[config.mk]
export PLATFORM = sky130hd
export DESIGN_NAME = mcd_decoder
export DESIGN_NICKNAME = d
export VERILOG_FILES = /design/src/core/mcd_pkg.sv /design/src/core/mcd_decoder.sv /design/src/core/mcd_pec.sv /design/src/core/mcd_sync.sv
export SDC_FILE = /design/constraint.sdc
export NUM_CORES = 1
export LEC_CHECK = 0
export ABC_AREA = 0
export CAP_MARGIN = 20
export CORE_MARGIN = 1.5
export CORE_UTILIZATION = 30
export CTS_CLUSTER_SIZE = 28
export DETAILED_ROUTE_END_ITERATION = 16
export DONT_BUFFER_PORTS = 1
export GPL_ROUTABILITY_DRIVEN = 0
export PLACE_DENSITY_LB_ADDON = 0.12
export REMOVE_ABC_BUFFERS = 1
export SETUP_SLACK_MARGIN = 0.4
export SLEW_MARGIN = 20
export SYNTH_ARGS = -nofsm -noshare
export SYNTH_HDL_FRONTEND = slang
export SYNTH_HIERARCHICAL = 1
export SYNTH_SLANG_ARGS = --single-unit
[constraint.sdc]
create_clock -name i_clock -period 3.04 [get_ports i_clock]
set_input_delay 0.152 -clock i_clock [delete_from_list [all_inputs] [get_ports i_clock]]
set_output_delay 0.152 -clock i_clock [all_outputs]
set_load 0.02 [all_outputs]
[src/core/mcd_pkg.sv]
// Constants, types and carriers of the monitor command decoder.
// Assumes one core clock; the link pins arrive from another domain.
package mcd_pkg;

	// ----------------------------------------
	// Frame layout
	// ----------------------------------------
	localparam int unsigned CODE_W = 11;
	localparam logic [5:0] CMD_BITS = 6'h10;
	localparam logic [5:0] FRAME_BITS = 6'h20;
	localparam int unsigned ADDR_FLAG_POS = 7;
	localparam int unsigned ADDR_HI_POS = 6;
	localparam int unsigned ADDR_LO_POS = 3;
	localparam logic [4:0] BCAST_PREFIX = 5'h00;

	// ----------------------------------------
	// Fixed command codes
	// ----------------------------------------
	localparam logic [10:0] CODE_WR_CFG = 11'h001;
	localparam logic [10:0] CODE_RD_CFG = 11'h002;
	localparam logic [10:0] CODE_RD_CELL_A = 11'h004;
	localparam logic [10:0] CODE_RD_CELL_I = 11'h00C;
	localparam logic [10:0] CODE_RD_AUX_A = 11'h010;
	localparam logic [10:0] CODE_RD_AUX_B = 11'h011;
	localparam logic [10:0] CODE_RD_STAT_A = 11'h014;
	localparam logic [10:0] CODE_RD_STAT_C = 11'h016;
	localparam logic [10:0] CODE_CLR_CELL = 11'h019;
	localparam logic [10:0] CODE_CLR_AUX = 11'h01A;
	localparam logic [10:0] CODE_CLR_STAT = 11'h01B;
	localparam logic [10:0] CODE_POLL = 11'h01C;
	localparam logic [10:0] CODE_DIAG = 11'h01D;

	// ----------------------------------------
	// Conversion field patterns
	// ----------------------------------------
	localparam logic [5:0] LO_SUM = 6'h30;
	localparam logic [5:0] LO_ALL_ONES = 6'h3F;
	localparam logic [5:0] LO_AUX_ST = 6'h37;
	localparam logic [2:0] AUX_PFX = 3'h4;
	localparam logic [2:0] STAT_PFX = 3'h5;
	localparam logic [5:0] CELL_MAX = 6'h24;
	localparam logic [2:0] STAT_MAX = 3'h3;
	localparam logic [1:0] ST_ONE = 2'h1;
	localparam logic [1:0] ST_TWO = 2'h2;

	// ----------------------------------------
	// Check value and reset values
	// ----------------------------------------
	localparam logic [15:0] PEC_POLY = 16'h8005;
	localparam logic [15:0] PEC_SEED = 16'h0000;
	localparam logic [3:0] ADDR_RST = 4'h0;

	// ----------------------------------------
	// Types
	// ----------------------------------------
	typedef enum logic [2:0] {
		ST_IDLE = 3'b001,
		ST_RECV = 3'b010,
		ST_HOLD = 3'b100
	} mcd_state_e;

	typedef enum logic [1:0] {
		MODE_FAST = 2'h0,
		MODE_NORMAL = 2'h1,
		MODE_ALTERNATE = 2'h2,
		MODE_FILTERED = 2'h3
	} mcd_mode_e;

	typedef enum logic [4:0] {
		K_NONE, K_WR_CFG, K_RD_CFG, K_RD_CELL, K_RD_AUX, K_RD_STAT,
		K_CLR_CELL, K_CLR_AUX, K_CLR_STAT, K_POLL, K_DIAG,
		K_CELL_CONV, K_OPEN_WIRE, K_CELL_SUM, K_CELL_ST,
		K_AUX_CONV, K_AUX_SUM, K_AUX_ST, K_STAT_CONV, K_STAT_ST
	} mcd_kind_e;

	typedef struct packed {
		logic sck;
		logic csb_n;
		logic sdi;
	} mcd_link_s;

	typedef struct packed {
		mcd_kind_e kind;
		logic broadcast;
		logic [3:0] group;
		mcd_mode_e mode;
		logic [5:0] cell_select_field;
		logic test_current_direction;
		logic [1:0] selftest_pattern_field;
		logic [2:0] aux_channel_field;
		logic [2:0] status_channel_field;
		logic field_ok;
	} mcd_cmd_s;

endpackage

[src/core/mcd_decoder.sv]
// Receives the command frame from the serial link and decodes the command.
// Assumes link pins and address straps are asynchronous to i_clock.
`timescale 1ns/1ns
`default_nettype none
// Function
// [RULE1] Broadcast: first byte bits 7..3 zero
// [RULE2] Addressed: bit 7 set, address bits 6..3
// [RULE3] Act on addressed only when address matches
// [RULE4] Check value covers both command bytes
// [RULE5] Decode config write, read, cell reads A-H
// [RULE6] Decode other reads, clears, poll, diagnosis
// [RULE7] Cell conversion with mode and selection
// [RULE8] Cell selection: zero all, 1..36, else invalid
// [RULE9] Open-wire conversion, bit 8 picks current
// [RULE10] Cell plus sum conversion on 110000
// [RULE11] Cell self-test, pattern 01 or 10
// [RULE12] Aux conversion, channel in bits 2..0
// [RULE13] Aux channel field meaning, all eight values
// [RULE14] Aux plus sum conversion on 110000
// [RULE15] Aux self-test on 110111
// [RULE16] Status conversion, channel in bits 2..0
// [RULE17] Status channel above 011 is invalid
// [RULE18] Status self-test on all ones
// [RULE19] Mode field: fast, normal, alternate, filtered
// [RULE20] Unknown code or prefix takes no action
module mcd_decoder #(
	parameter int unsigned CELL_COUNT = 36
) (
	input wire logic i_clock,
	input wire logic i_rst,
	input wire logic i_link_sck,
	input wire logic i_link_csb_n,
	input wire logic i_link_sdi,
	input wire logic [3:0] i_device_address,
	output mcd_pkg::mcd_cmd_s o_cmd,
	output logic o_cmd_valid,
	output logic o_pec_error,
	output logic o_cmd_ignored,
	output logic o_frame_active
);
	// ----------------------------------------
	// Parameter check
	// ----------------------------------------
	if (CELL_COUNT < 1 || CELL_COUNT > 36) begin : g_chk
		$error("mcd_decoder: cell count must be 1 to 36");
	end

	localparam logic [5:0] CELL_LIMIT = 6'(CELL_COUNT);

	// ----------------------------------------
	// State
	// ----------------------------------------
	typedef struct packed {
		mcd_pkg::mcd_state_e st;
		logic sck_prev;
		logic [5:0] cnt;
		logic [15:0] shift;
		logic [15:0] word;
		logic [3:0] addr;
		logic pec_load;
		mcd_pkg::mcd_cmd_s cmd;
		logic cmd_valid;
		logic pec_err;
		logic ignored;
		logic frame;
	} mcd_core_s;

	mcd_core_s core_reg;
	mcd_core_s core_next;

	mcd_pkg::mcd_link_s link_raw;
	mcd_pkg::mcd_link_s link_s;
	logic [3:0] addr_s;
	logic [15:0] pec_calc;

	// ----------------------------------------
	// Synchronisers
	// ----------------------------------------
	assign link_raw.sck = i_link_sck;
	assign link_raw.csb_n = i_link_csb_n;
	assign link_raw.sdi = i_link_sdi;

	mcd_sync #(
		.W($bits(mcd_pkg::mcd_link_s))
	) u_link_sync (
		.i_clock(i_clock),
		.i_rst(i_rst),
		.i_async(link_raw),
		.o_sync(link_s)
	);

	mcd_sync #(
		.W(4)
	) u_addr_sync (
		.i_clock(i_clock),
		.i_rst(i_rst),
		.i_async(i_device_address),
		.o_sync(addr_s)
	);

	// ----------------------------------------
	// Check value
	// ----------------------------------------
	mcd_pec u_pec (
		.i_clock(i_clock),
		.i_rst(i_rst),
		.i_load(core_reg.pec_load),
		.i_word(core_reg.word),
		.o_pec(pec_calc)
	);

	// ----------------------------------------
	// Command code decode
	// ----------------------------------------
	function automatic mcd_pkg::mcd_cmd_s decode_code(input logic [10:0] cc);
		mcd_pkg::mcd_cmd_s d;
		logic [5:0] lo;
		logic [1:0] hi;
		logic st_ok;
		d = '0;
		lo = cc[5:0];
		hi = cc[9:8];
		st_ok = (hi == mcd_pkg::ST_ONE) || (hi == mcd_pkg::ST_TWO);
		d.kind = mcd_pkg::K_NONE;
		d.mode = mcd_pkg::mcd_mode_e'(cc[7:6]); // [RULE19]
		d.field_ok = 1'b1;
		if (cc == mcd_pkg::CODE_WR_CFG) begin
			d.kind = mcd_pkg::K_WR_CFG; // [RULE5]
		end else if (cc == mcd_pkg::CODE_RD_CFG) begin
			d.kind = mcd_pkg::K_RD_CFG; // [RULE5]
		end else if (cc >= mcd_pkg::CODE_RD_CELL_A && cc <= mcd_pkg::CODE_RD_CELL_I) begin
			d.kind = mcd_pkg::K_RD_CELL; // [RULE5] [RULE6]
			d.group = 4'(cc - mcd_pkg::CODE_RD_CELL_A);
		end else if (cc >= mcd_pkg::CODE_RD_AUX_A && cc <= mcd_pkg::CODE_RD_AUX_B) begin
			d.kind = mcd_pkg::K_RD_AUX; // [RULE6]
			d.group = 4'(cc - mcd_pkg::CODE_RD_AUX_A);
		end else if (cc >= mcd_pkg::CODE_RD_STAT_A && cc <= mcd_pkg::CODE_RD_STAT_C) begin
			d.kind = mcd_pkg::K_RD_STAT; // [RULE6]
			d.group = 4'(cc - mcd_pkg::CODE_RD_STAT_A);
		end else if (cc == mcd_pkg::CODE_CLR_CELL) begin
			d.kind = mcd_pkg::K_CLR_CELL; // [RULE6]
		end else if (cc == mcd_pkg::CODE_CLR_AUX) begin
			d.kind = mcd_pkg::K_CLR_AUX; // [RULE6]
		end else if (cc == mcd_pkg::CODE_CLR_STAT) begin
			d.kind = mcd_pkg::K_CLR_STAT; // [RULE6]
		end else if (cc == mcd_pkg::CODE_POLL) begin
			d.kind = mcd_pkg::K_POLL; // [RULE6]
		end else if (cc == mcd_pkg::CODE_DIAG) begin
			d.kind = mcd_pkg::K_DIAG; // [RULE6]
		end else if (cc[10]) begin
			if (lo == mcd_pkg::LO_ALL_ONES && st_ok) begin
				d.kind = mcd_pkg::K_CELL_ST; // [RULE11]
				d.selftest_pattern_field = hi;
			end else if (hi == 2'h0 && lo == mcd_pkg::LO_SUM) begin
				d.kind = mcd_pkg::K_CELL_SUM; // [RULE10]
			end else if (hi == 2'h0) begin
				d.kind = mcd_pkg::K_CELL_CONV; // [RULE7]
				d.cell_select_field = lo;
				d.field_ok = (lo <= mcd_pkg::CELL_MAX) && (lo <= CELL_LIMIT); // [RULE8]
			end else if (cc[9]) begin
				d.kind = mcd_pkg::K_OPEN_WIRE; // [RULE9]
				d.test_current_direction = cc[8];
				d.cell_select_field = lo;
				d.field_ok = (lo <= mcd_pkg::CELL_MAX) && (lo <= CELL_LIMIT); // [RULE8]
			end
		end else begin
			if (lo == mcd_pkg::LO_ALL_ONES) begin
				d.kind = mcd_pkg::K_STAT_ST; // [RULE18]
				d.selftest_pattern_field = hi;
				d.field_ok = st_ok;
			end else if (lo == mcd_pkg::LO_AUX_ST) begin
				d.kind = mcd_pkg::K_AUX_ST; // [RULE15]
				d.selftest_pattern_field = hi;
				d.field_ok = st_ok;
			end else if (hi == 2'h3 && lo == mcd_pkg::LO_SUM) begin
				d.kind = mcd_pkg::K_AUX_SUM; // [RULE14]
			end else if (hi == 2'h3 && lo[5:3] == mcd_pkg::AUX_PFX) begin
				d.kind = mcd_pkg::K_AUX_CONV; // [RULE12]
				d.aux_channel_field = lo[2:0]; // [RULE13]
			end else if (hi == 2'h3 && lo[5:3] == mcd_pkg::STAT_PFX) begin
				d.kind = mcd_pkg::K_STAT_CONV; // [RULE16]
				d.status_channel_field = lo[2:0];
				d.field_ok = lo[2:0] <= mcd_pkg::STAT_MAX; // [RULE17]
			end
		end
		if (d.kind == mcd_pkg::K_NONE) begin
			d = '0;
		end
		return d;
	endfunction

	// ----------------------------------------
	// Frame receiver
	// ----------------------------------------
	always_comb begin
		logic rise;
		logic [15:0] rx;
		logic [7:0] b0;
		logic bcast;
		logic hit;
		mcd_pkg::mcd_cmd_s dec;
		rise = link_s.sck & ~core_reg.sck_prev;
		rx = {core_reg.shift[14:0], link_s.sdi};
		b0 = core_reg.word[15:8];
		bcast = b0[7:3] == mcd_pkg::BCAST_PREFIX; // [RULE1]
		hit = b0[mcd_pkg::ADDR_FLAG_POS]
			&& (b0[mcd_pkg::ADDR_HI_POS:mcd_pkg::ADDR_LO_POS] == core_reg.addr); // [RULE2] [RULE3]
		dec = decode_code(core_reg.word[mcd_pkg::CODE_W-1:0]);
		core_next = core_reg;
		core_next.sck_prev = link_s.sck;
		core_next.pec_load = 1'b0;
		core_next.cmd_valid = 1'b0;
		core_next.pec_err = 1'b0;
		core_next.ignored = 1'b0;
		case (core_reg.st)
			mcd_pkg::ST_IDLE: begin
				core_next.frame = 1'b0;
				if (!link_s.csb_n) begin
					core_next.st = mcd_pkg::ST_RECV;
					core_next.cnt = '0;
					core_next.addr = addr_s;
					core_next.frame = 1'b1;
				end
			end
			mcd_pkg::ST_RECV: begin
				if (link_s.csb_n) begin
					core_next.st = mcd_pkg::ST_IDLE;
					core_next.frame = 1'b0;
				end else if (rise) begin
					core_next.shift = rx;
					core_next.cnt = 6'(core_reg.cnt + 6'h01);
					if (core_reg.cnt == 6'(mcd_pkg::CMD_BITS - 6'h01)) begin
						core_next.word = rx;
						core_next.pec_load = 1'b1; // [RULE4]
					end
					if (core_reg.cnt == 6'(mcd_pkg::FRAME_BITS - 6'h01)) begin
						core_next.st = mcd_pkg::ST_HOLD;
						if (rx != pec_calc) begin
							core_next.pec_err = 1'b1; // [RULE4]
						end else if ((bcast || hit) && dec.kind != mcd_pkg::K_NONE) begin
							core_next.cmd = dec;
							core_next.cmd.broadcast = bcast;
							core_next.cmd_valid = 1'b1;
						end else begin
							core_next.ignored = 1'b1; // [RULE20] [RULE3]
						end
					end
				end
			end
			mcd_pkg::ST_HOLD: begin
				if (link_s.csb_n) begin
					core_next.st = mcd_pkg::ST_IDLE;
					core_next.frame = 1'b0;
				end
			end
			default: begin
				core_next.st = mcd_pkg::ST_IDLE;
				core_next.frame = 1'b0;
			end
		endcase
	end

	always_ff @(posedge i_clock or posedge i_rst) begin
		if (i_rst) begin
			core_reg <= '0;
			core_reg.st <= mcd_pkg::ST_IDLE;
			core_reg.sck_prev <= 1'b0;
			core_reg.addr <= mcd_pkg::ADDR_RST;
		end else begin
			core_reg <= core_next;
		end
	end

	// ----------------------------------------
	// Outputs
	// ----------------------------------------
	assign o_cmd = core_reg.cmd;
	assign o_cmd_valid = core_reg.cmd_valid;
	assign o_pec_error = core_reg.pec_err;
	assign o_cmd_ignored = core_reg.ignored;
	assign o_frame_active = core_reg.frame;
endmodule
`default_nettype wire

[src/core/mcd_pec.sv]
// Check value over the sixteen-bit command word, most significant bit first.
// Assumes i_load is a one-cycle pulse with i_word stable in that cycle.
`timescale 1ns/1ns
`default_nettype none
module mcd_pec #(
	parameter logic [15:0] POLY = mcd_pkg::PEC_POLY,
	parameter logic [15:0] SEED = mcd_pkg::PEC_SEED
) (
	input wire logic i_clock,
	input wire logic i_rst,
	input wire logic i_load,
	input wire logic [15:0] i_word,
	output logic [15:0] o_pec
);
	typedef struct packed {
		logic [15:0] pec;
	} mcd_pec_s;

	mcd_pec_s pec_reg;
	mcd_pec_s pec_next;

	if (!POLY[0]) begin : g_chk
		$error("mcd_pec: polynomial must have its lowest term set");
	end

	always_comb begin
		logic [15:0] c;
		logic fb;
		c = SEED;
		fb = 1'b0;
		pec_next = pec_reg;
		for (int i = 15; i >= 0; i--) begin
			fb = c[15] ^ i_word[i];
			c = {c[14:0], 1'b0};
			if (fb) begin
				c = c ^ POLY;
			end
		end
		if (i_load) begin
			pec_next.pec = c;
		end
	end

	always_ff @(posedge i_clock or posedge i_rst) begin
		if (i_rst) begin
			pec_reg <= '0;
		end else begin
			pec_reg <= pec_next;
		end
	end

	assign o_pec = pec_reg.pec;
endmodule
`default_nettype wire

[src/core/mcd_sync.sv]
// Two-stage synchroniser for a group of pins.
// Assumes the inputs are asynchronous to i_clock.
`timescale 1ns/1ns
`default_nettype none
module mcd_sync #(
	parameter int unsigned W = 1
) (
	input wire logic i_clock,
	input wire logic i_rst,
	input wire logic [W-1:0] i_async,
	output logic [W-1:0] o_sync
);
	typedef struct packed {
		logic [W-1:0] s1;
		logic [W-1:0] s2;
	} mcd_sync_s;

	mcd_sync_s sync_reg;
	mcd_sync_s sync_next;

	if (W < 1) begin : g_chk
		$error("mcd_sync: width must be at least one");
	end

	always_comb begin
		sync_next.s1 = i_async;
		sync_next.s2 = sync_reg.s1;
	end

	always_ff @(posedge i_clock or posedge i_rst) begin
		if (i_rst) begin
			sync_reg <= '0;
		end else begin
			sync_reg <= sync_next;
		end
	end

	assign o_sync = sync_reg.s2;
endmodule
`default_nettype wire
### Word level (Yosys, flattened, before mapping)

Cells that the tools add are included.

| storage, ports and cells | value |
|---|---|
| register bits | 109 |
| input bits | 9 |
| output and inout port bits | 32 |
| logic and storage cells | 225 |

| cells by class | value |
|---|---|
| $add $sub $neg | 4 |
| magnitude comparators | 8 |
| equal/unequal tests | 29 |
| muxes and demuxes | 100 |
| bitwise gates (word level) | 34 |
| reduce and logical (&&, ||, !) cells | 24 |

Operator list:

| cell | count |
|---|---|
| 2-to-1 mux 16 bit | 27 |
| 2-to-1 mux 32 bit | 3 |
| 2-to-1 mux 5 bit | 19 |
| 2-to-1 mux 38 bit | 2 |
| 2-to-1 mux 29 bit | 2 |
| == test 11 x 5 -> 1 bit, second input constant | 5 |
| NOT 3 bit | 15 |
| 2-to-1 mux 7 bit | 5 |
| 2-to-1 mux 4 bit | 8 |
| 2-to-1 mux 31 bit | 1 |
| 2-to-1 mux 6 bit | 5 |
| 2-to-1 mux 28 bit | 1 |
| >= comparator 11 x 5 -> 1 bit, second input constant | 2 |
| <= comparator 11 x 5 -> 1 bit, second input constant | 2 |
| == test 6 bit, second input constant | 3 |
| 2-to-1 mux 3 bit | 6 |
| != test 16 bit | 1 |
| XOR 1 bit | 15 |
| 2-to-1 mux 1 bit | 14 |
| case mux 6 bit (2 select lines) | 1 |
| AND reduction 4 bit | 3 |
| == test 11 x 1 -> 1 bit, second input constant | 1 |
| == test 11 x 2 -> 1 bit, second input constant | 1 |
| >= comparator 11 x 3 -> 1 bit, second input constant | 1 |
| other kinds (32) | 56 |

### Depth between registers and ports, before layout

Gate-level depths: netlist of run 1.

| depth | value |
|---|---|
| word-level depth | 31 |
| mapped depth | 13 |
| gate-level depth less buffers | 9 |

### By module

The synthesis of run 1 kept the hierarchy.

By module, submodules not included:

| module | times used | cells an instance | area each (um2) | sequential area each (um2) |
|---|---|---|---|---|
| mcd_decoder | 1 | 467 | 4406.7 | 1953.1 |
| mcd_pec | 1 | 75 | 835.8 | 400.4 |
| mcd_sync (u_addr_sync) | 1 | 9 | 203.9 | 200.2 |
| mcd_sync (u_link_sync) | 1 | 7 | 153.9 | 150.1 |

### Worst setup path before layout of run 1

No wires, ideal clock.

| path | value |
|---|---|
| path kind | register to register |
| start | register core_reg[47] (netlist name) |
| end | register core_reg, in the netlist o_cmd[1] |
| library setup time | 0.125 ns |
| arrival | 2.769 ns |
| data required time | 2.915 ns |
| setup slack | 0.146 ns |
| stages on the path, launching flop included | 11 |
| path buffers | 3 |
| period minus slack after synthesis | 2.894 ns |
| cells stage by stage | dfrtp_1 buf_6 or4_4 or4_1 a21o_1 buf_6 o21ai_4 nor4_2 a21oi_4 buf_8 mux2_4 |

| between the ends | value |
|---|---|
| cells in the longest elaborated chain, start to end | 16 |
| elaborated cells on any way between the ends | 43 |
| those cells by class | order compare: 6; eq/ne: 7; mux: 23; reduce/logical: 7 |

Ends and longest elaborated chain:

| what | RTL line | RTL |
|---|---|---|
| from (decl) | mcd_decoder.sv:68 | `mcd_core_s core_reg;` |
| from (signal assigned) | mcd_decoder.sv:270 | `core_reg <= core_next;` |
| == test 11 x 5 -> 1 bit or 2-to-1 mux 5 bit (tied branches) | mcd_decoder.sv:148, mcd_decoder.sv:150 |  |
| 2-to-1 mux 5 bit | mcd_decoder.sv:148 | `end else if (cc == mcd_pkg::CODE_DIAG) begin` |
| 2-to-1 mux 5 bit | mcd_decoder.sv:146 | `end else if (cc == mcd_pkg::CODE_POLL) begin` |
| 2-to-1 mux 5 bit | mcd_decoder.sv:144 | `end else if (cc == mcd_pkg::CODE_CLR_STAT) begin` |
| 2-to-1 mux 5 bit | mcd_decoder.sv:142 | `end else if (cc == mcd_pkg::CODE_CLR_AUX) begin` |
| 2-to-1 mux 5 bit | mcd_decoder.sv:140 | `end else if (cc == mcd_pkg::CODE_CLR_CELL) begin` |
| 2-to-1 mux 5 bit | mcd_decoder.sv:137 | `end else if (cc >= mcd_pkg::CODE_RD_STAT_A && cc <= mcd_pkg::CODE_RD_STAT_C) begin` |
| 2-to-1 mux 5 bit | mcd_decoder.sv:134 | `end else if (cc >= mcd_pkg::CODE_RD_AUX_A && cc <= mcd_pkg::CODE_RD_AUX_B) begin` |
| 2-to-1 mux 5 bit | mcd_decoder.sv:131 | `end else if (cc >= mcd_pkg::CODE_RD_CELL_A && cc <= mcd_pkg::CODE_RD_CELL_I) begin` |
| 2-to-1 mux 5 bit | mcd_decoder.sv:129 | `end else if (cc == mcd_pkg::CODE_RD_CFG) begin` |
| 2-to-1 mux 5 bit | mcd_decoder.sv:127 | `if (cc == mcd_pkg::CODE_WR_CFG) begin` |
| zero test 5 bit | mcd_decoder.sv:186 | `if (d.kind == mcd_pkg::K_NONE) begin` |
| 2-to-1 mux 28 bit (*) | mcd_decoder.sv:186 |  |
| nonzero test 5 bit | mcd_decoder.sv:240 | `end else if ((bcast \|\| hit) && dec.kind != mcd_pkg::K_NONE) begin` |
| logical AND 1 bit | mcd_decoder.sv:240 |  |
| AND reduction 6 bit (no source line) | -- |  |

Mark *: on every way between the ends. The rest lies on a longest branch, timed or not.
A chain may end at the register's enable or synchronous reset.

### Worst setup path after layout of run 1

| path | value |
|---|---|
| start | register core_reg[47] (netlist name) |
| end | register core_reg, in the netlist o_cmd[17] |

| between the ends | value |
|---|---|
| cells in the longest elaborated chain, start to end | 16 |
| elaborated cells on any way between the ends | 32 |
| those cells by class | order compare: 6; eq/ne: 7; mux: 12; reduce/logical: 7 |

Ends and longest elaborated chain:

| what | RTL line |
|---|---|
| == test 11 x 5 -> 1 bit or 2-to-1 mux 5 bit (tied branches) | mcd_decoder.sv:148, mcd_decoder.sv:150 |
| 2-to-1 mux 5 bit | mcd_decoder.sv:148 |
| 2-to-1 mux 5 bit | mcd_decoder.sv:146 |
| 2-to-1 mux 5 bit | mcd_decoder.sv:144 |
| 2-to-1 mux 5 bit | mcd_decoder.sv:142 |
| 2-to-1 mux 5 bit | mcd_decoder.sv:140 |
| 2-to-1 mux 5 bit | mcd_decoder.sv:137 |
| 2-to-1 mux 5 bit | mcd_decoder.sv:134 |
| 2-to-1 mux 5 bit | mcd_decoder.sv:131 |
| 2-to-1 mux 5 bit | mcd_decoder.sv:129 |
| 2-to-1 mux 5 bit (*) | mcd_decoder.sv:127 |
| zero test 5 bit | mcd_decoder.sv:186 |
| 2-to-1 mux 28 bit (*) | mcd_decoder.sv:186 |
| nonzero test 5 bit | mcd_decoder.sv:240 |
| logical AND 1 bit | mcd_decoder.sv:240 |
| AND reduction 6 bit (no source line) | -- |

Marked as above.

==> flow_metrics.env, run 1 <==
export IMPL_critPathKind="reg2reg"
export IMPL_setup_violations=0
export IMPL_final_common_cell="dfrtp_1"
export IMPL_largest_reg_flops=46
export IMPL_worstReg2RegStart="core_reg[47]"
export IMPL_rrSetupSlack_ps=370
export IMPL_root_buffer="clkbuf_16"
export IMPL_end_kind="flop"
export IMPL_rows=49
export IMPL_required_ps=3280
export IMPL_synth_area_um2=5600
export IMPL_synth_area_leaders="dfrtp_1 (48%), xnor2_1 (6.4%), mux2_2 (5.6%)"
export IMPL_synth_seq_area_share_pct=48.28
export IMPL_cts_buffers=9
export IMPL_p_per_area_nw_per_um2=424.1
export IMPL_slew_headroom_pct=41.60
export IMPL_p_leak_uw=0.002892
export IMPL_synth_main_ff_cell="dfrtp_1"
export IMPL_synth_top_area_share_pct=47.81
export IMPL_hp_class="in2async"
export IMPL_avgViaCountPerCell=4.888
export IMPL_synth_top_cell_by_area="dfrtp_1"
export IMPL_rsz0062_at_grt="true"
export IMPL_finalHoldViolations=0
export IMPL_max_cap_viol_count=0
export IMPL_ff2ff_path_depth=9
export IMPL_nets=601
export IMPL_timing_fmax_ghz=0.3747
export IMPL_status="finished, violations left"
export IMPL_start_util_pct=30.86
export IMPL_dr_pass1_iters=10
export IMPL_fin_setup_tns_ps=0
export IMPL_dpl_cell_area_um2=5851
export IMPL_setup_ws_ps=371.1
export IMPL_cts_max_level=3
export IMPL_die_area_um2=19500
export IMPL_die_h_um=139.6
export IMPL_ios=41
export IMPL_synth_warnings=6
export IMPL_grt_pass1_vias=4126
export IMPL_worstMarginPinSlew_ps=876.0
export IMPL_wl_mm=13.93
export IMPL_finalMaxSlewViolations=0
export IMPL_power_frac_comb_pct=4.4
export IMPL_fillers=1880
export IMPL_dp_worst_setup_slack_ps=-65.08
export IMPL_drt_initial_drc_count=270
export IMPL_wire_per_inst_um=17.07
export IMPL_async_flop_share_pct=100.0
export IMPL_clkPwrFrac_pct=41.4
export IMPL_clk_pin_slew_ps=70
export IMPL_path_max_fanout=8
export IMPL_p_sw_uw=681.9
export IMPL_overflow=0
export IMPL_whs_ps=253.0
export IMPL_final_cell_mix="dfrtp_1 (106), nand2_1 (79), buf_4 (48)"
export IMPL_cts_max_path_buffers=2
export IMPL_die_w_um=139.6
export IMPL_pwr_share_seq_pct=54.2
export IMPL_drcViolationCount=4
export IMPL_failed_checks="DRC"
export IMPL_switching_share_pct=24.64
export IMPL_ir_drop_mv=0.2563
export IMPL_placed_cells=775
export IMPL_cts_sinks=108
export IMPL_layout_drive_gt1_share_pct=23.17
export IMPL_design_area_um2=6526
export IMPL_n_antenna_cell=0
export IMPL_core_um2=18150
export IMPL_tritoncts="yes"
export IMPL_final_antenna_net_count=0
export IMPL_p_int_uw=2086
export IMPL_grt_max_degree=32
export IMPL_antenna_found_initial=0
export IMPL_grt_pass1_wl_mm=22.85
export IMPL_finalClockSkew_ps=9.096
export IMPL_final_cells=816
export IMPL_grt_util_all_layers_pct=15.13
export IMPL_worstPathArrival_ps=2910
export IMPL_portBuffers=0
export IMPL_min_period_ps=2669
export IMPL_yosys_cell_types_count=61
export IMPL_ys_seq_elements=108
export IMPL_syn_area_per_cell_um2=10.04
export IMPL_syn_inst=558
export IMPL_start_kind="flop"
export IMPL_fin_crit_sh_pct=87.79
export IMPL_clk_latency_ps=360
export IMPL_syn_to_final_growth_pct=16.53
export IMPL_worstReg2RegEnd="o_cmd[17]"
export IMPL_synth_edf_count=0
export IMPL_post_dp_hpwl_mm=9.777
export IMPL_dr_total_vias=3989
## power groups by stage
stage	combinational, uW	sequential (uW)	clock (uW)
floorplan	81.2	1520	0
global placement	112	1530	0
detailed placement	114	1530	0
CTS	125	1500	1190
global route	140	1510	1240
finish	121	1500	1150
## cell type report
type	instances	area [um^2]	area share, %
multi-input cells	370	2610	39.99
well taps	229	286.5	4.390
flip-flops and latches	108	2705	41.45
repair buffers	63	528.0	8.090
inverters	30	113.9	1.745
clock buffers	9	225.2	3.451
clock inverters	7	57.56	0.8819
## cell families (layout without fill, tap and decap cells)
logic type,Yosys count,after routing,synth area share [%]
AOI/OAI and AO/OA,72,74,8.870
xor gates and xnor gates,50,50,8.333
adders and majority gates,10,10,2.234
buffers and inverters,82,109,8.043
DFF,108,108,48.28
muxes,36,36,7.417
and+or+nand+nor,200,200,16.82
## worst max path at each step
stage                 startpoint         to  slack, ps  depth (start not counted)
floorplan           core_reg[47]  o_cmd[16]        -80                          7
global placement    core_reg[47]  o_cmd[17]         -6                          7
detailed placement  core_reg[47]  o_cmd[17]        -70                          7
CTS                 core_reg[42]  o_cmd[17]        370                          9
global route        core_reg[47]  o_cmd[17]        300                          9
finish              core_reg[47]  o_cmd[17]        370                          9
## what timing repair did
item | in CTS | in global routing
hold endpoints to repair | 58 | 0
gates cloned | 2 | 0
buffers inserted | 15 | 0
resized for setup | 26 | 17
hold buffers | 8 | 0
setup endpoints to repair | 27 | 29
pin swaps | 8 | 8
## synthesized netlist by cell type (3+ instances only)
cell type / n
a21oi_1: 22
buf_4: 28
nand3_1: 15
o22ai_1: 3
mux2i_1: 4
mux2_2: 28
o2bb2ai_1: 6
nand4_1: 11
o21ai_0: 14
clkbuf_1: 18
nand2_1: 80
dfrtp_1: 107
o31ai_1: 3
nand2b_1: 7
nand4b_1: 4
a211oi_1: 4
nor3_1: 14
xnor2_1: 41
or2_2: 3
xor2_1: 6
nor2_1: 43
nor4_1: 5
ha_1: 10
or4_1: 4
inv_1: 30
mux2_4: 4
## metrics by stage
stage               util (%)  total power (uW)
floorplan                  -              1603
global placement       32.24              1641
detailed placement     32.24              1644
CTS                    35.63              2818
global route           35.96              2887
finish                 35.96              2768
## critical path: stages, from the launching register on
cell	delay (ps)
dfrtp_1	390
or4_4	570
or4_4	430
a21o_1	240
buf_4	190
o41ai_4	60
buf_6	180
a21oi_4	70
buf_6	140
mux2_4	290
## layer usage
metal,vias up,global-route usage [%],share of wire [%]
li1,1923,-,-
met1,1969,19.33,45
met2,72,24.88,49
met3,25,3.510,3.4
met4,0,5.873,2.4
met5,-,0,0
Power figures use the tool's default switching activity.
==> run 2, diff against run 1 <==
- CORE_UTILIZATION: 30 -> 58
==> run 2 against run 1 <==
  * The flow now finishes without violations
  * Routed wire length is 8.8% lower
  * Die area is 47% lower
  * Count of clock-buffer cells in the layout stayed put
  * Largest power group unchanged
  * Highest routed layer unchanged
==> flow_metrics.env, run 2 (same netlist as run 1, synthesis figures left out) <==
export IMPL_min_period_ps=2729
export IMPL_final_common_cell="dfrtp_1"
export IMPL_avgViaCountPerCell=5.718
export IMPL_slowest_stage="dfrtp_2"
export IMPL_root_buffer="clkbuf_8"
export IMPL_hp_class="in2async"
export IMPL_grt_util_all_layers_pct=25.82
export IMPL_end_kind="flop"
export IMPL_final_antenna_net_count=0
export IMPL_placed_cells=657
export IMPL_clk_latency_ps=380
export IMPL_p_int_uw=1928
export IMPL_cts_sinks=108
export IMPL_dp_worst_setup_slack_ps=165.8
export IMPL_grt_pass1_wl_mm=20.37
export IMPL_p_per_area_nw_per_um2=399.7
export IMPL_timing_fmax_ghz=0.3665
export IMPL_critPathTopFamily="compound AO/OA/AOI/OAI gates"
export IMPL_status="finished, final reports clean"
export IMPL_largest_reg_flops=46
export IMPL_p_leak_uw=0.002887
export IMPL_dr_pass1_iters=4
export IMPL_rsz0062_at_grt="true"
export IMPL_finalHoldViolations=0
export IMPL_core_um2=9284
export IMPL_power_frac_comb_pct=4.4
export IMPL_switching_share_pct=25.10
export IMPL_crit_top_cell="buf_4"
export IMPL_start_util_pct=60.32
export IMPL_wire_per_inst_um=17.80
export IMPL_critPathKind="reg2reg"
export IMPL_ir_drop_mv=0.3128
export IMPL_rows=35
export IMPL_grt_max_degree=56
export IMPL_setup_violations=0
export IMPL_portBuffers=0
export IMPL_clkPwrFrac_pct=37.2
export IMPL_cts_max_level=3
export IMPL_wl_mm=12.71
export IMPL_pwr_share_seq_pct=58.3
export IMPL_die_h_um=101.3
export IMPL_worstMarginPinSlew_ps=924.8
export IMPL_clk_pin_slew_ps=110
export IMPL_critical_path_max_stage_delay_ps=440
export IMPL_dr_total_vias=4083
export IMPL_final_cells=714
export IMPL_grt_pass1_vias=4100
export IMPL_required_ps=3310
export IMPL_nets=599
export IMPL_fin_crit_sh_pct=89.77
export IMPL_slew_headroom_pct=38.27
export IMPL_worstPathArrival_ps=3000
export IMPL_cp_num_buf_inv=4
export IMPL_crit_chain="buf_4 -> buf_4 -> ha_2 -> nand2b_1 -> nor3b_1 -> o31a_1 -> o41ai_4 -> a21oi_4 -> buf_12 -> buf_16 -> mux2_4"
export IMPL_cts_buffers=9
export IMPL_finalClockSkew_ps=12.63
export IMPL_n_antenna_cell=0
export IMPL_layout_drive_gt1_share_pct=25.81
export IMPL_die_w_um=101.3
export IMPL_drt_initial_drc_count=206
export IMPL_p_sw_uw=645.9
export IMPL_final_cell_mix="dfrtp_1 (101), nand2_1 (78), buf_4 (43)"
export IMPL_path_max_fanout=7
export IMPL_die_area_um2=10250
export IMPL_setup_ws_ps=311.1
export IMPL_total_power_uw=2574
export IMPL_overflow=0
export IMPL_ios=41
export IMPL_post_dp_hpwl_mm=7.943
export IMPL_cts_max_path_buffers=2
export IMPL_tritoncts="yes"
export IMPL_finalMaxSlewViolations=0
export IMPL_syn_to_final_growth_pct=14.97
export IMPL_max_cap_viol_count=0
export IMPL_drcViolationCount=0
export IMPL_antenna_found_initial=0
export IMPL_start_kind="flop"
## run 2: changes by cell type in the layout (fill, tap and decap cells not counted), moves of 4 or more
cell | previous run | this run
buf_4 | 48 | 43
clkbuf_16 | 9 | 0
clkbuf_8 | 0 | 9
dfrtp_1 | 106 | 101
dfrtp_2 | 1 | 6
ha_1 | 9 | 5
mux2_2 | 21 | 28
mux2_4 | 11 | 4
o21ai_1 | 4 | 0
## run 2: metrics by stage
| stage | instance area, um^2 | TNS (ps) | util [%] | hold slack [ps] |
|---|---|---|---|---|
| 2_1_floorplan | 5263 | -793.5 | - | -57.04 |
| 3_3_place_gp | 5603 | 0 | 60.35 | -43.03 |
| 3_5_place_dp | 5603 | 0 | 60.35 | -32.03 |
| 4_1_cts | 6281 | 0 | 67.66 | 220.8 |
| 5_1_grt | 6439 | 0 | 69.35 | 240.1 |
| 6_report | 6439 | 0 | 69.35 | 218.6 |
## run 2: what timing repair did
item	CTS	global route
setup endpoints to repair	27	27
cloned	2	0
hold endpoints to repair	90	0
buffers inserted	23	8
pin swaps	10	12
hold buffers	8	0
resized for setup	32	26
## run 2: metal layers
layer  vias to the layer above  share of wire, %  GRT usage, %
met5                         -                 0             0
met4                         0               3.3         11.75
met3                        40               4.3         5.383
met2                       140                51         44.61
met1                      1992                41         31.13
li1                       1911                 -             -
## run 2: power by group through the flow
| stage | clock network, uW | logic (uW) | registers (uW) |
|---|---|---|---|
| 6_report | 958 | 114 | 1500 |
| 4_1_cts | 982 | 117 | 1500 |
| 5_1_grt | 1030 | 133 | 1510 |
| 3_3_place_gp | 0 | 104 | 1530 |
| 2_1_floorplan | 0 | 81.2 | 1520 |
| 3_5_place_dp | 0 | 108 | 1530 |
## run 2: area by class of cell
type                            instances  area, um^2
Timing Repair Buffer                   63       588.1
Inverter                               30       113.9
Multi-Input combinational cell        368        2638
Clock buffer                            9       123.9
Tap cell                              129       161.4
Clock inverter                          7       102.6
Fill cell                             709        2845
Sequential cell                       108        2711
## run 2: path summary, 6_finish.rpt
| check | start | endpoint | slack, ps | depth (start not counted) |
|---|---|---|---|---|
| min reg2reg | u_link_sync/sync_next[2] | u_link_sync/o_sync[2] | 360 | 0 |
| max in group asynchronous | i_rst | core_reg[46] | 1710 | 3 |
| min in group i_clock | i_device_address[1] | u_addr_sync/sync_next[1] | 320 | 1 |
| max | core_reg[45] | o_cmd[4] | 310 | 11 |
| min | i_rst | u_link_sync/o_sync[1] | 220 | 2 |
| max reg2reg | core_reg[45] | o_cmd[4] | 310 | 11 |
